**src/common/css_consts.vh**
```
// Constants for the card supply sequencer: register indices, fields, resets, timing.
// Assumes a 250 MHz ref_clk and an APB slave with byte addresses four times the index.
`ifndef CSS_CONSTS_VH
`define CSS_CONSTS_VH

`define CSS_IDX_EVENTS     16'hfe01
`define CSS_IDX_SUPPLY     16'hfe03
`define CSS_IDX_TIMERS     16'hfe04
`define CSS_IDX_DETECT     16'hfe05
`define CSS_ADDR_W         18

`define CSS_EV_CARD        6
`define CSS_EV_TIMER       5

`define CSS_SUP_SEL_HI     7
`define CSS_SUP_SEL_LO     6
`define CSS_SUP_FAULT      5
`define CSS_SUP_READY_START_ENABLE      4
`define CSS_SUP_GOOD       3
`define CSS_SUP_PWROFF     0

`define CSS_DET_DEBOUNCE   7
`define CSS_DET_ENABLE     6
`define CSS_DET_POL        3
`define CSS_DET_PULLUP_N   2
`define CSS_DET_PULLDN     1
`define CSS_DET_CARDIN     0

`define CSS_TIMERS_RST     8'h0f
`define CSS_DETECT_RST     8'h00
`define CSS_SUPPLY_RST     8'h00

`define CSS_CLK_HZ         250000000
`define CSS_TICK_HZ        32768
`define CSS_TICK_CYC       (`CSS_CLK_HZ / `CSS_TICK_HZ)
`define CSS_DEB_MS         64
`define CSS_DEB_TICKS      ((`CSS_DEB_MS * `CSS_TICK_HZ) / 1000)

`endif

```
**src/verilog/css_card_supply_sequencer.v**
```verilog
// Card supply sequencer: APB registers, 32768 Hz timebase, supply state machine, card detect.
// Assumes pins supply_good, core_fault, vbus_present and card_detect_pin are asynchronous;
// contacts_idle comes from the contact sequencer on ref_clk.
//
// The APB slave port was left to the implementer.
`timescale 1ns/10ps
`include "css_consts.vh"

// Functional notes
// - Non-zero selection starts activation; 01 is 1.8V.
// - Card event or supply loss deactivates; supply off last.
// - Core fault clears fault bit and selection.
// - Ready-start set: activate once supply good.
// - Ready-start clear: activate at timer expiry if supply good.
// - Supply-good bit is read only.
// - Bit 0 requests whole chip power off.
// - Power off waits until bus power removed.
// - Stable timer starts when activation begins.
// - Stable interval is count times 32768 Hz period.
// - Supply bad at expiry: event flag, deactivate, clear.
// - Zero stable count disables timeout entirely.
// - Firmware clear delays deactivation by off count.
// - No off delay for emergencies; zero adds none.
// - Card detect works without smart card clock.
// - Power-down bit: presence reported, no debounce.
// - Timer expiry sets flag; reading clears it.
module css_card_supply_sequencer #(
    parameter TICK_DIV = `CSS_TICK_CYC
) (
    input  wire        ref_clk,
    input  wire        rst,
    input  wire        psel,
    input  wire        penable,
    input  wire        pwrite,
    input  wire [17:0] paddr,
    input  wire [31:0] pwdata,
    output reg  [31:0] prdata,
    output reg         pready,
    output reg         pslverr,
    input  wire        supply_good,
    input  wire        core_fault,
    input  wire        vbus_present,
    input  wire        card_detect_pin,
    input  wire        power_down_bit,
    input  wire        contacts_idle,
    output reg         card_supply_en_q,
    output reg  [1:0]  card_voltage_q,
    output reg         contact_active_q,
    output reg         core_supply_off_q,
    output reg         detect_pullup_n_q,
    output reg         detect_pulldown_q
);

    localparam [4:0] ST_OFF  = 5'h01;
    localparam [4:0] ST_WAIT = 5'h02;
    localparam [4:0] ST_ON   = 5'h04;
    localparam [4:0] ST_DLY  = 5'h08;
    localparam [4:0] ST_DEA  = 5'h10;
    localparam [7:0] SUP_RST = `CSS_SUPPLY_RST;

    function hit;
        input [17:0] addr;
        input [15:0] idx;
        begin
            hit = (addr == {idx, 2'b00});
        end
    endfunction

    reg  [4:0]  state_q;
    reg  [1:0]  sel_q;
    reg         fault_bit_q;
    reg         ready_start_enable_q;
    reg         pwroff_q;
    reg  [7:0]  timers_q;
    reg  [7:0]  detect_q;
    reg         ev_card_q;
    reg         ev_timer_q;
    reg         need_zero_q;
    reg  [12:0] div_q;
    reg         tick_q;
    reg  [3:0]  tmr_q;
    reg  [11:0] deb_q;
    reg         cardin_q;
    reg  [3:0]  s1_q;
    reg  [3:0]  s2_q;
    reg         fault_d1_q;
    reg  [7:0]  rdata_d;

    wire good     = s2_q[0];
    wire fault_in = s2_q[1];
    wire vbus     = s2_q[2];
    wire det_raw  = s2_q[3];

    wire apb_do   = psel & penable & pready;
    wire wr       = apb_do & pwrite;
    wire rd       = apb_do & ~pwrite;
    wire wr_sup   = wr & hit(paddr, `CSS_IDX_SUPPLY);
    wire wr_tmr   = wr & hit(paddr, `CSS_IDX_TIMERS);
    wire wr_det   = wr & hit(paddr, `CSS_IDX_DETECT);
    wire rd_ev    = rd & hit(paddr, `CSS_IDX_EVENTS);
    wire mapped   = hit(paddr, `CSS_IDX_EVENTS) | hit(paddr, `CSS_IDX_SUPPLY) |
                    hit(paddr, `CSS_IDX_TIMERS) | hit(paddr, `CSS_IDX_DETECT);

    wire fault_ev = fault_in & ~fault_d1_q;
    wire present  = (det_raw == detect_q[`CSS_DET_POL]);
    wire det_on   = detect_q[`CSS_DET_ENABLE];
    wire deb_on   = detect_q[`CSS_DET_DEBOUNCE] & ~power_down_bit;
    wire cardin_d = det_on & present &
                    (~deb_on | cardin_q | (deb_q == `CSS_DEB_TICKS));
    wire card_ev  = cardin_d ^ cardin_q;
    wire emerg    = card_ev | ~good;
    wire expiry   = tick_q & (tmr_q == 4'h1);
    wire act_busy = state_q[1] | state_q[2] | state_q[3];
    wire fail_exp = state_q[1] & (timers_q[3:0] != 4'h0) & expiry & ~good;

    // Pins pass two flip-flops before use.
    always @(posedge ref_clk) begin
        if (rst) begin
            s1_q <= 4'h0;
            s2_q <= 4'h0;
            fault_d1_q <= 1'b0;
        end else begin
            s1_q <= {card_detect_pin, vbus_present, core_fault, supply_good};
            s2_q <= s1_q;
            fault_d1_q <= fault_in;
        end
    end

    // Divider makes the 32768 Hz tick enable.
    always @(posedge ref_clk) begin
        if (rst) begin
            div_q <= 13'h0000;
            tick_q <= 1'b0;
        end else if (div_q == TICK_DIV[12:0] - 13'h0001) begin
            div_q <= 13'h0000;
            tick_q <= 1'b1;
        end else begin
            div_q <= div_q + 13'h0001;
            tick_q <= 1'b0;
        end
    end

    // Card presence with optional debounce, release is immediate.
    always @(posedge ref_clk) begin
        if (rst) begin
            deb_q <= 12'h000;
            cardin_q <= 1'b0;
        end else begin
            cardin_q <= cardin_d;
            if (~det_on | ~present | ~deb_on) begin
                deb_q <= 12'h000;
            end else if (tick_q & (deb_q != `CSS_DEB_TICKS)) begin
                deb_q <= deb_q + 12'h001;
            end
        end
    end

    // Supply state machine with its tick counter.
    always @(posedge ref_clk) begin
        if (rst) begin
            state_q <= ST_OFF;
            tmr_q <= 4'h0;
            card_supply_en_q <= 1'b0;
            card_voltage_q <= 2'b00;
            contact_active_q <= 1'b0;
        end else begin
            case (state_q)
                ST_OFF: begin
                    if (sel_q != 2'b00 && !need_zero_q) begin
                        state_q <= ST_WAIT;
                        tmr_q <= timers_q[3:0];
                        card_supply_en_q <= 1'b1;
                        card_voltage_q <= sel_q;
                    end
                end
                ST_WAIT: begin
                    if (sel_q == 2'b00 || card_ev) begin
                        state_q <= ST_DEA;
                    end else if (ready_start_enable_q && good) begin
                        state_q <= ST_ON;
                        contact_active_q <= 1'b1;
                    end else if (timers_q[3:0] != 4'h0 && expiry) begin
                        if (good) begin
                            state_q <= ST_ON;
                            contact_active_q <= 1'b1;
                        end else begin
                            state_q <= ST_DEA;
                        end
                    end else if (tick_q && timers_q[3:0] != 4'h0) begin
                        tmr_q <= tmr_q - 4'h1;
                    end
                end
                ST_ON: begin
                    if (emerg || fault_ev) begin
                        state_q <= ST_DEA;
                        contact_active_q <= 1'b0;
                    end else if (sel_q == 2'b00) begin
                        tmr_q <= timers_q[7:4];
                        if (timers_q[7:4] == 4'h0) begin
                            state_q <= ST_DEA;
                            contact_active_q <= 1'b0;
                        end else begin
                            state_q <= ST_DLY;
                        end
                    end
                end
                ST_DLY: begin
                    if (emerg || fault_ev || expiry) begin
                        state_q <= ST_DEA;
                        contact_active_q <= 1'b0;
                    end else if (tick_q) begin
                        tmr_q <= tmr_q - 4'h1;
                    end
                end
                ST_DEA: begin
                    contact_active_q <= 1'b0;
                    if (contacts_idle && !contact_active_q) begin
                        state_q <= ST_OFF;
                        card_supply_en_q <= 1'b0;
                        card_voltage_q <= 2'b00;
                    end
                end
                default: begin
                    state_q <= ST_OFF;
                end
            endcase
        end
    end

    // Software registers; hardware clears of the selection win over writes.
    always @(posedge ref_clk) begin
        if (rst) begin
            sel_q <= SUP_RST[`CSS_SUP_SEL_HI:`CSS_SUP_SEL_LO];
            fault_bit_q <= 1'b0;
            ready_start_enable_q <= 1'b0;
            pwroff_q <= 1'b0;
            timers_q <= `CSS_TIMERS_RST;
            detect_q <= `CSS_DETECT_RST;
            need_zero_q <= 1'b0;
        end else begin
            if (wr_sup) begin
                sel_q <= pwdata[`CSS_SUP_SEL_HI:`CSS_SUP_SEL_LO];
                fault_bit_q <= pwdata[`CSS_SUP_FAULT];
                ready_start_enable_q <= pwdata[`CSS_SUP_READY_START_ENABLE];
                pwroff_q <= pwdata[`CSS_SUP_PWROFF];
                if (pwdata[`CSS_SUP_SEL_HI:`CSS_SUP_SEL_LO] == 2'b00) begin
                    need_zero_q <= 1'b0;
                end
            end
            if (wr_tmr) begin
                timers_q <= pwdata[7:0];
            end
            if (wr_det) begin
                detect_q <= pwdata[7:0];
            end
            // Only a card event, a loss of an established supply or a failed expiry locks out.
            if ((act_busy && card_ev) || ((state_q[2] | state_q[3]) && ~good) || fail_exp) begin
                need_zero_q <= 1'b1;
            end
            if (fault_ev) begin
                fault_bit_q <= 1'b0;
                sel_q <= 2'b00;
            end else if (fail_exp) begin
                sel_q <= 2'b00;
            end
        end
    end

    // Sticky event flags, cleared by reading; a new event wins.
    always @(posedge ref_clk) begin
        if (rst) begin
            ev_card_q <= 1'b0;
            ev_timer_q <= 1'b0;
        end else begin
            ev_card_q <= (card_ev | fail_exp) | (ev_card_q & ~rd_ev);
            ev_timer_q <= (state_q[1] & (timers_q[3:0] != 4'h0) & expiry) |
                          (ev_timer_q & ~rd_ev);
        end
    end

    // Chip power off takes effect only without bus power.
    always @(posedge ref_clk) begin
        if (rst) begin
            core_supply_off_q <= 1'b0;
            detect_pullup_n_q <= 1'b0;
            detect_pulldown_q <= 1'b0;
        end else begin
            core_supply_off_q <= pwroff_q & ~vbus;
            detect_pullup_n_q <= detect_q[`CSS_DET_PULLUP_N];
            detect_pulldown_q <= detect_q[`CSS_DET_PULLDN];
        end
    end

    // Read data mux.
    always @* begin
        rdata_d = 8'h00;
        if (hit(paddr, `CSS_IDX_EVENTS)) begin
            rdata_d[`CSS_EV_CARD] = ev_card_q;
            rdata_d[`CSS_EV_TIMER] = ev_timer_q;
        end else if (hit(paddr, `CSS_IDX_SUPPLY)) begin
            rdata_d = {sel_q, fault_bit_q, ready_start_enable_q, good, 2'b00, pwroff_q};
        end else if (hit(paddr, `CSS_IDX_TIMERS)) begin
            rdata_d = timers_q;
        end else if (hit(paddr, `CSS_IDX_DETECT)) begin
            rdata_d = {detect_q[7:6], 2'b00, detect_q[3:1], cardin_q};
        end
    end

    // APB slave with one wait state.
    always @(posedge ref_clk) begin
        if (rst) begin
            pready <= 1'b0;
            pslverr <= 1'b0;
            prdata <= 32'h00000000;
        end else begin
            pready <= psel & penable & ~pready;
            pslverr <= psel & penable & ~pready & ~mapped;
            if (psel & penable & ~pready & ~pwrite) begin
                prdata <= {24'h000000, rdata_d};
            end
        end
    end

endmodule

```
**config.mk**
```make
export PLATFORM = sky130hd
export DESIGN_NAME = css_card_supply_sequencer
export DESIGN_NICKNAME = d
export VERILOG_FILES = /design/src/verilog/css_card_supply_sequencer.v
export VERILOG_INCLUDE_DIRS = /design/src /design/src/common
export SDC_FILE = /design/constraint.sdc
export NUM_CORES = 1
export LEC_CHECK = 0
export ABC_AREA = 1
export BUFFER_PORTS_ARGS = -buffer_cell sky130_fd_sc_hd__clkbuf_2
export CAP_MARGIN = 20
export CORE_ASPECT_RATIO = 1.2
export CORE_MARGIN = 3
export CORE_UTILIZATION = 45
export DETAILED_ROUTE_END_ITERATION = 16
export GPL_ROUTABILITY_DRIVEN = 1
export PLACE_DENSITY_LB_ADDON = 0.2
export SKIP_CTS_REPAIR_TIMING = 1
export SLEW_MARGIN = 30
export SYNTH_ARGS = -nofsm -noshare
export SYNTH_HDL_FRONTEND = slang
export SYNTH_SLANG_ARGS = --single-unit
export TNS_END_PERCENT = 100
```
**constraint.sdc**
```tcl
create_clock -name ref_clk -period 2.5 [get_ports ref_clk]
set_clock_uncertainty 0.2 [all_clocks]
set_input_delay 0.125 -clock ref_clk [delete_from_list [all_inputs] [get_ports ref_clk]]
set_output_delay 0.125 -clock ref_clk [all_outputs]
set_load 0.05 [all_outputs]
```
Word-level counts from Yosys, hierarchy flattened. Index checks and enable logic that the tools add are counted.

Equality and inequality tests: 30. Mux-type cells: 46. Reductions and logical operators: 33. Bitwise gates (word level): 49. Add/sub/neg operators: 3.

Operator list (count): 18-bit equality test (second input constant) (4); 5-bit 2-to-1 mux (11); 4-bit 2-to-1 mux (9); 5-bit case mux with 5 select lines (1); 8-bit 2-to-1 mux (3); 1-bit AND (23); 2-bit inequality test (second input constant) (11); 4-bit case mux with 4 select lines (1); 1-bit 2-to-1 mux (15); 1-bit bitwise OR (14); 13-bit by 1-bit adder with 13-bit output (second input constant) (1); 13-bit equality test (second input constant) (1); 12-bit by 1-bit adder with 12-bit output (second input constant) (1); 12-bit equality test (second input constant) (1); 12-bit inequality test (second input constant) (1); 3-bit inequality test (second input constant) (4); 4-bit nonzero test (3); 1-bit inverter (11); 10-bit AND reduction (1); 2-bit nonzero test (4); 1-bit logical AND (7); 7-bit AND reduction (1); 2-bit 2-to-1 mux (3); 2-bit OR reduction (3); 21 further kinds (27).

Word-level logic and storage cells: 188. Output and inout port bits: 41. Register bits: 86. Input port bits: 61.

Longest topological paths before layout.
Depth after elaboration: 12. Mapped depth: 14. Mapped depth without buffers: 14.

Least setup slack after synthesis. No wires, ideal clock.

Path type: register to register. Start point: register pready. End point: register need_zero_q. Stages on the path, launching flop included: 10. Path slack: 0.550 ns. Arrival time: 1.637 ns. Setup time: 0.113 ns. Buffers on the path: 0. Cell sequence: dfxtp_1 > nand4_1 > inv_1 > nand2_2 > nor2_1 > nand2_1 > nand2_1 > inv_1 > o21ai_1 > inv_1.

Cells in the longest elaborated chain, start to end: 5.

RTL lines: start, declared (RTL line css_card_supply_sequencer.v:38) `output reg pready,`; start signal, assigned (RTL line css_card_supply_sequencer.v:316) `pready <= psel & penable & ~pready;`; 1-bit AND (RTL line css_card_supply_sequencer.v:94) `wire apb_do = psel & penable & pready;`; 1-bit AND (RTL line css_card_supply_sequencer.v:95) `wire wr = apb_do & pwrite;`; 1-bit AND (RTL line css_card_supply_sequencer.v:97) `` wire wr_sup = wr & hit(paddr, `CSS_IDX_SUPPLY); ``; 2-bit nonzero test (no source line); 2-bit AND reduction (no source line); end signal, assigned (RTL line css_card_supply_sequencer.v:239) `need_zero_q <= 1'b0;`; end signal, assigned (RTL line css_card_supply_sequencer.v:247) `need_zero_q <= 1'b0;`; end signal, assigned (RTL line css_card_supply_sequencer.v:258) `need_zero_q <= 1'b1;`; end, declared (RTL line css_card_supply_sequencer.v:78) `reg need_zero_q;`.

Every way passes these cells. A chain may end at the register's enable or synchronous reset.

Final worst setup path.
Start point: register deb_q[0]. End point: register state_q[2].

Cells in the longest elaborated chain, start to end: 9. Elaborated cells between the ends (all ways): 15. Those cells by class: 4 x eq/ne; 3 x mux; 4 x bitwise; 4 x reduce/logical.

RTL lines: start, declared (RTL line css_card_supply_sequencer.v:82) `reg [11:0] deb_q;`; start signal, assigned (RTL line css_card_supply_sequencer.v:153) `deb_q <= deb_q + 12'h001;`; 12-bit equality test (no source line) (*); 1-bit bitwise OR (*) (RTL line css_card_supply_sequencer.v:109) `` (~deb_on | cardin_q | (deb_q == `CSS_DEB_TICKS)); ``; 1-bit AND (*) (RTL line css_card_supply_sequencer.v:108) `wire cardin_d = det_on & present &`; 1-bit bitwise XOR (*) (RTL line css_card_supply_sequencer.v:110) `wire card_ev = cardin_d ^ cardin_q;`; 1-bit bitwise OR (RTL line css_card_supply_sequencer.v:111) `wire emerg = card_ev | ~good;`; 1-bit logical OR (RTL line css_card_supply_sequencer.v:194, css_card_supply_sequencer.v:208); 1-bit logical OR (RTL line css_card_supply_sequencer.v:208) `if (emerg || fault_ev || expiry) begin`; 2-bit inequality test (no source line); 5-bit AND reduction (no source line); end signal, assigned (RTL line css_card_supply_sequencer.v:195) `state_q <= ST_DEA;`; end signal, assigned (RTL line css_card_supply_sequencer.v:200) `state_q <= ST_DEA;`; end signal, assigned (RTL line css_card_supply_sequencer.v:209) `state_q <= ST_DEA;`; end, declared (RTL line css_card_supply_sequencer.v:69) `reg [4:0] state_q;`.

Every way passes the cells marked *; elsewhere a longest branch is shown, timed or not.

==> impl_metrics.py <==
metrics = {
    "run_status": {
        "status": "finished with violations",
        "violations": "negative hold slack",
    },
    "detailed_routing": {
        "vias": 3986,
        "drtAntennaViolNets": 0,
        "dr.first_iter.drc_count": 170,
        "drt-total-wl_um": 9960,
        "drc": 0,
        "routed_via_density": 4.89,
        "drtPass1Iterations": 7,
        "wl_per_cell_um": 12.2,
    },
    "sta": {
        "final_max_slew_viol_count": 0,
        "hold_violations": 3,
        "whs_ps": -16.3,
        "fmax_mhz": 492,
        "final.setup.tns_ps": 0,
        "setup_viol": 0,
        "maxSlewHeadroom": 0.587,
        "min_period_over_period": 0.813,
        "rsz0062_at_grt": "no",
        "worst_pin_slew_ps": 614,
        "fin_crit_ps": 2030,
    },
    "die": {
        "io_pins": 102,
        "die_x_um": 95.7,
        "rows": 38,
        "initial_core_util": 0.471,
        "core_sq_mm": 0.00922,
        "die_y_um": 114,
        "die_area_sq_mm": 0.0109,
    },
    "critical_path": {
        "cp.required_ps": 2580,
        "end_kind": "flop",
        "crit_fanout": 8,
        "r2r_slack_ps": 470,
        "cp_data_arrival_time_ps": 2120,
        "critical_path_class": "flop to flop",
        "start_kind": "flop",
    },
    "power_and_ir_drop": {
        "p_per_area_mw_per_mm2": 533,
        "p_comb_frac": 0.126,
        "pwr-share-seq": 0.514,
        "ir_worst_vdd_mv": 0.273,
        "p_int_w": 0.00191,
        "sw_frac_of_total": 0.283,
        "p_switching_w": 0.000756,
        "clockPowerShare": 0.360,
        "p_leak_nw": 2.18,
    },
    "layout": {
        "multi_input_area_sq_mm": 0.00218,
        "final_core_util": 0.543,
        "layout.nets": 757,
        "diodes": 0,
        "fill_cells": 920,
        "seq_area_sq_mm": 0.00166,
        "drive_above_1_share": 0.145,
        "syn_to_final_growth_pct": 15.2,
    },
    "global_route": {
        "antenna_found_initial": 0,
        "grt_pass1_wl_um": 16000,
        "overflow": 0,
        "grt_util_all_layers": 0.188,
        "first_global_vias": 3548,
        "grt_start_max_net_pins": 40,
    },
    "clocking": {
        "numCtsBuffers": 9,
        "clk_latency_ps": 370,
        "htreeDepth": 3,
        "cts_tree": "yes",
        "cts-root-buf": "clkbuf_8",
        "clk_pin_slew_ps": 90,
        "cts_max_path_buffers": 2,
        "cts.sinks": 83,
    },
    "yosys": {
        "ys.warnings.count": 0,
        "yosys_register_bits": 83,
        "synthCells": 616,
        "yosysTopAreaCell": "dfxtp_1",
        "synth_cell_type_count": 44,
        "syn_area_per_cell_sq_um": 7.06,
        "synth_top_flop_cell": "dfxtp_1",
        "syn-cell-area_sq_mm": 0.00435,
        "seq_area_frac_synth": 0.382,
        "synth_edf_count": 0,
        "synthTopCellsByArea": "dfxtp_1, nand2_1, inv_1",
        "async_reset_ff_frac": 0,
        "synth_top_area_share": 0.382,
        "synth_commonest_cells": "nand2_1, inv_1, nor2_1, dfxtp_1, a21oi_1",
        "yosysMostFrequentCell": "nand2_1",
    },
    "min_path": {
        "min_path_type": "input port to flop",
    },
    "placement": {
        "io_buffers": 53,
        "hpwl_um": 7540,
        "gp_congestion": 0.905,
    },
    "flow_run": {
        "drv_cap": 0,
    },
}
-- routing by layer --
| layer | global-route usage | wire [um] |
|---|---|---|
| met5 | 0 | 0 |
| met4 | 0.0901 | 206 |
| met3 | 0.0396 | 462 |
| met2 | 0.311 | 4750 |
| met1 | 0.230 | 4540 |
-- critical path: stages, from the launching register on --
cell and delay [ps]:
dfxtp_1 390, ha_1 160, nand2_1 50, nor2_1 110, nand3_2 140, nand2_2 100, nand3_2 160, nand4_1 180
nand3_1 130, nor2_2 140, nand2_1 60, a21oi_1 130
-- stage by stage --
step	instance area [sq um]	total power [W]	setup slack, ps	hold WS [ps]	std cells
after floorplan	4430	0.00167	550	32.0	639
after global routing	5010	0.00279	225	6.58	815
final	5010	0.00267	466	-16.3	815
after detailed placement	4640	0.00171	489	126	781
after global placement	4640	0.00171	515	120	781
after CTS	4830	0.00268	456	-274	797
-- power groups by stage --
stage / clock (W) / combinational [W] / sequential [W]
finish: 0.000962 / 0.000336 / 0.00137
global route: 0.00104 / 0.000373 / 0.00138
CTS: 0.000994 / 0.000313 / 0.00137
detailed placement: 0 / 0.000311 / 0.00140
global placement: 0 / 0.000306 / 0.00140
floorplan: 0 / 0.000257 / 0.00141
-- final timing paths --
kind | startpoint | endpoint | cells past startpoint
setup reg to reg | deb_q[0] | state_q[2] | 11
hold reg to reg | s2_q[2] | core_supply_off_q | 1
setup / recovery | deb_q[0] | state_q[2] | 11
hold / removal | power_down_bit | deb_q[6] | 6
-- flip-flops by register name (all words and copies together), names as in the netlist, 2 cells and up --
signal / flops
card_voltage_q: 2
deb_q: 12
detect_q: 5
div_q: 13
prdata: 8
s1_q: 4
s2_q: 4
sel_q: 2
state_q: 5
timers_q: 8
tmr_q: 4
-- placed cells by master (no fill, tap or decap), types with 3 or more instances in the layout --
cell type,instances
o22ai_1,5
o21ai_0,19
nand2_2,3
nand4_1,19
dfxtp_1,83
inv_2,6
nor2_1,85
o211ai_1,5
a211oi_1,7
xor2_1,7
nor3_1,18
nor2_4,3
o221ai_1,3
clkinv_1,3
nor4_1,4
nor2_2,4
a21oi_1,43
inv_1,87
clkbuf_8,9
dlygate4sd3_1,18
conb_1,24
nand3_1,28
clkbuf_2,53
nor3b_1,6
ha_1,6
nand2_1,114
-- layout make-up --
type                       instances  share of cell area
multi-input combinational        427               0.436
sequential                        83               0.332
timing repair buffer              73              0.0920
inverter                          96              0.0720
tap                              120              0.0300
clock buffer                      10              0.0255
clock inverter                     6              0.0127
-- kinds of logic after synthesis --
kind of cell               count (synthesis)  synth area share
DFF                                       83             0.382
and+or+nand+nor                          299             0.327
buffers and inverters                    129             0.136
other                                      1          0.000862
AOI/OAI and AO/OA                         90             0.121
xor gates and xnor gates                   8            0.0161
adders and majority gates                  6            0.0173
Note: power is estimated with default switching activity, not from simulation.
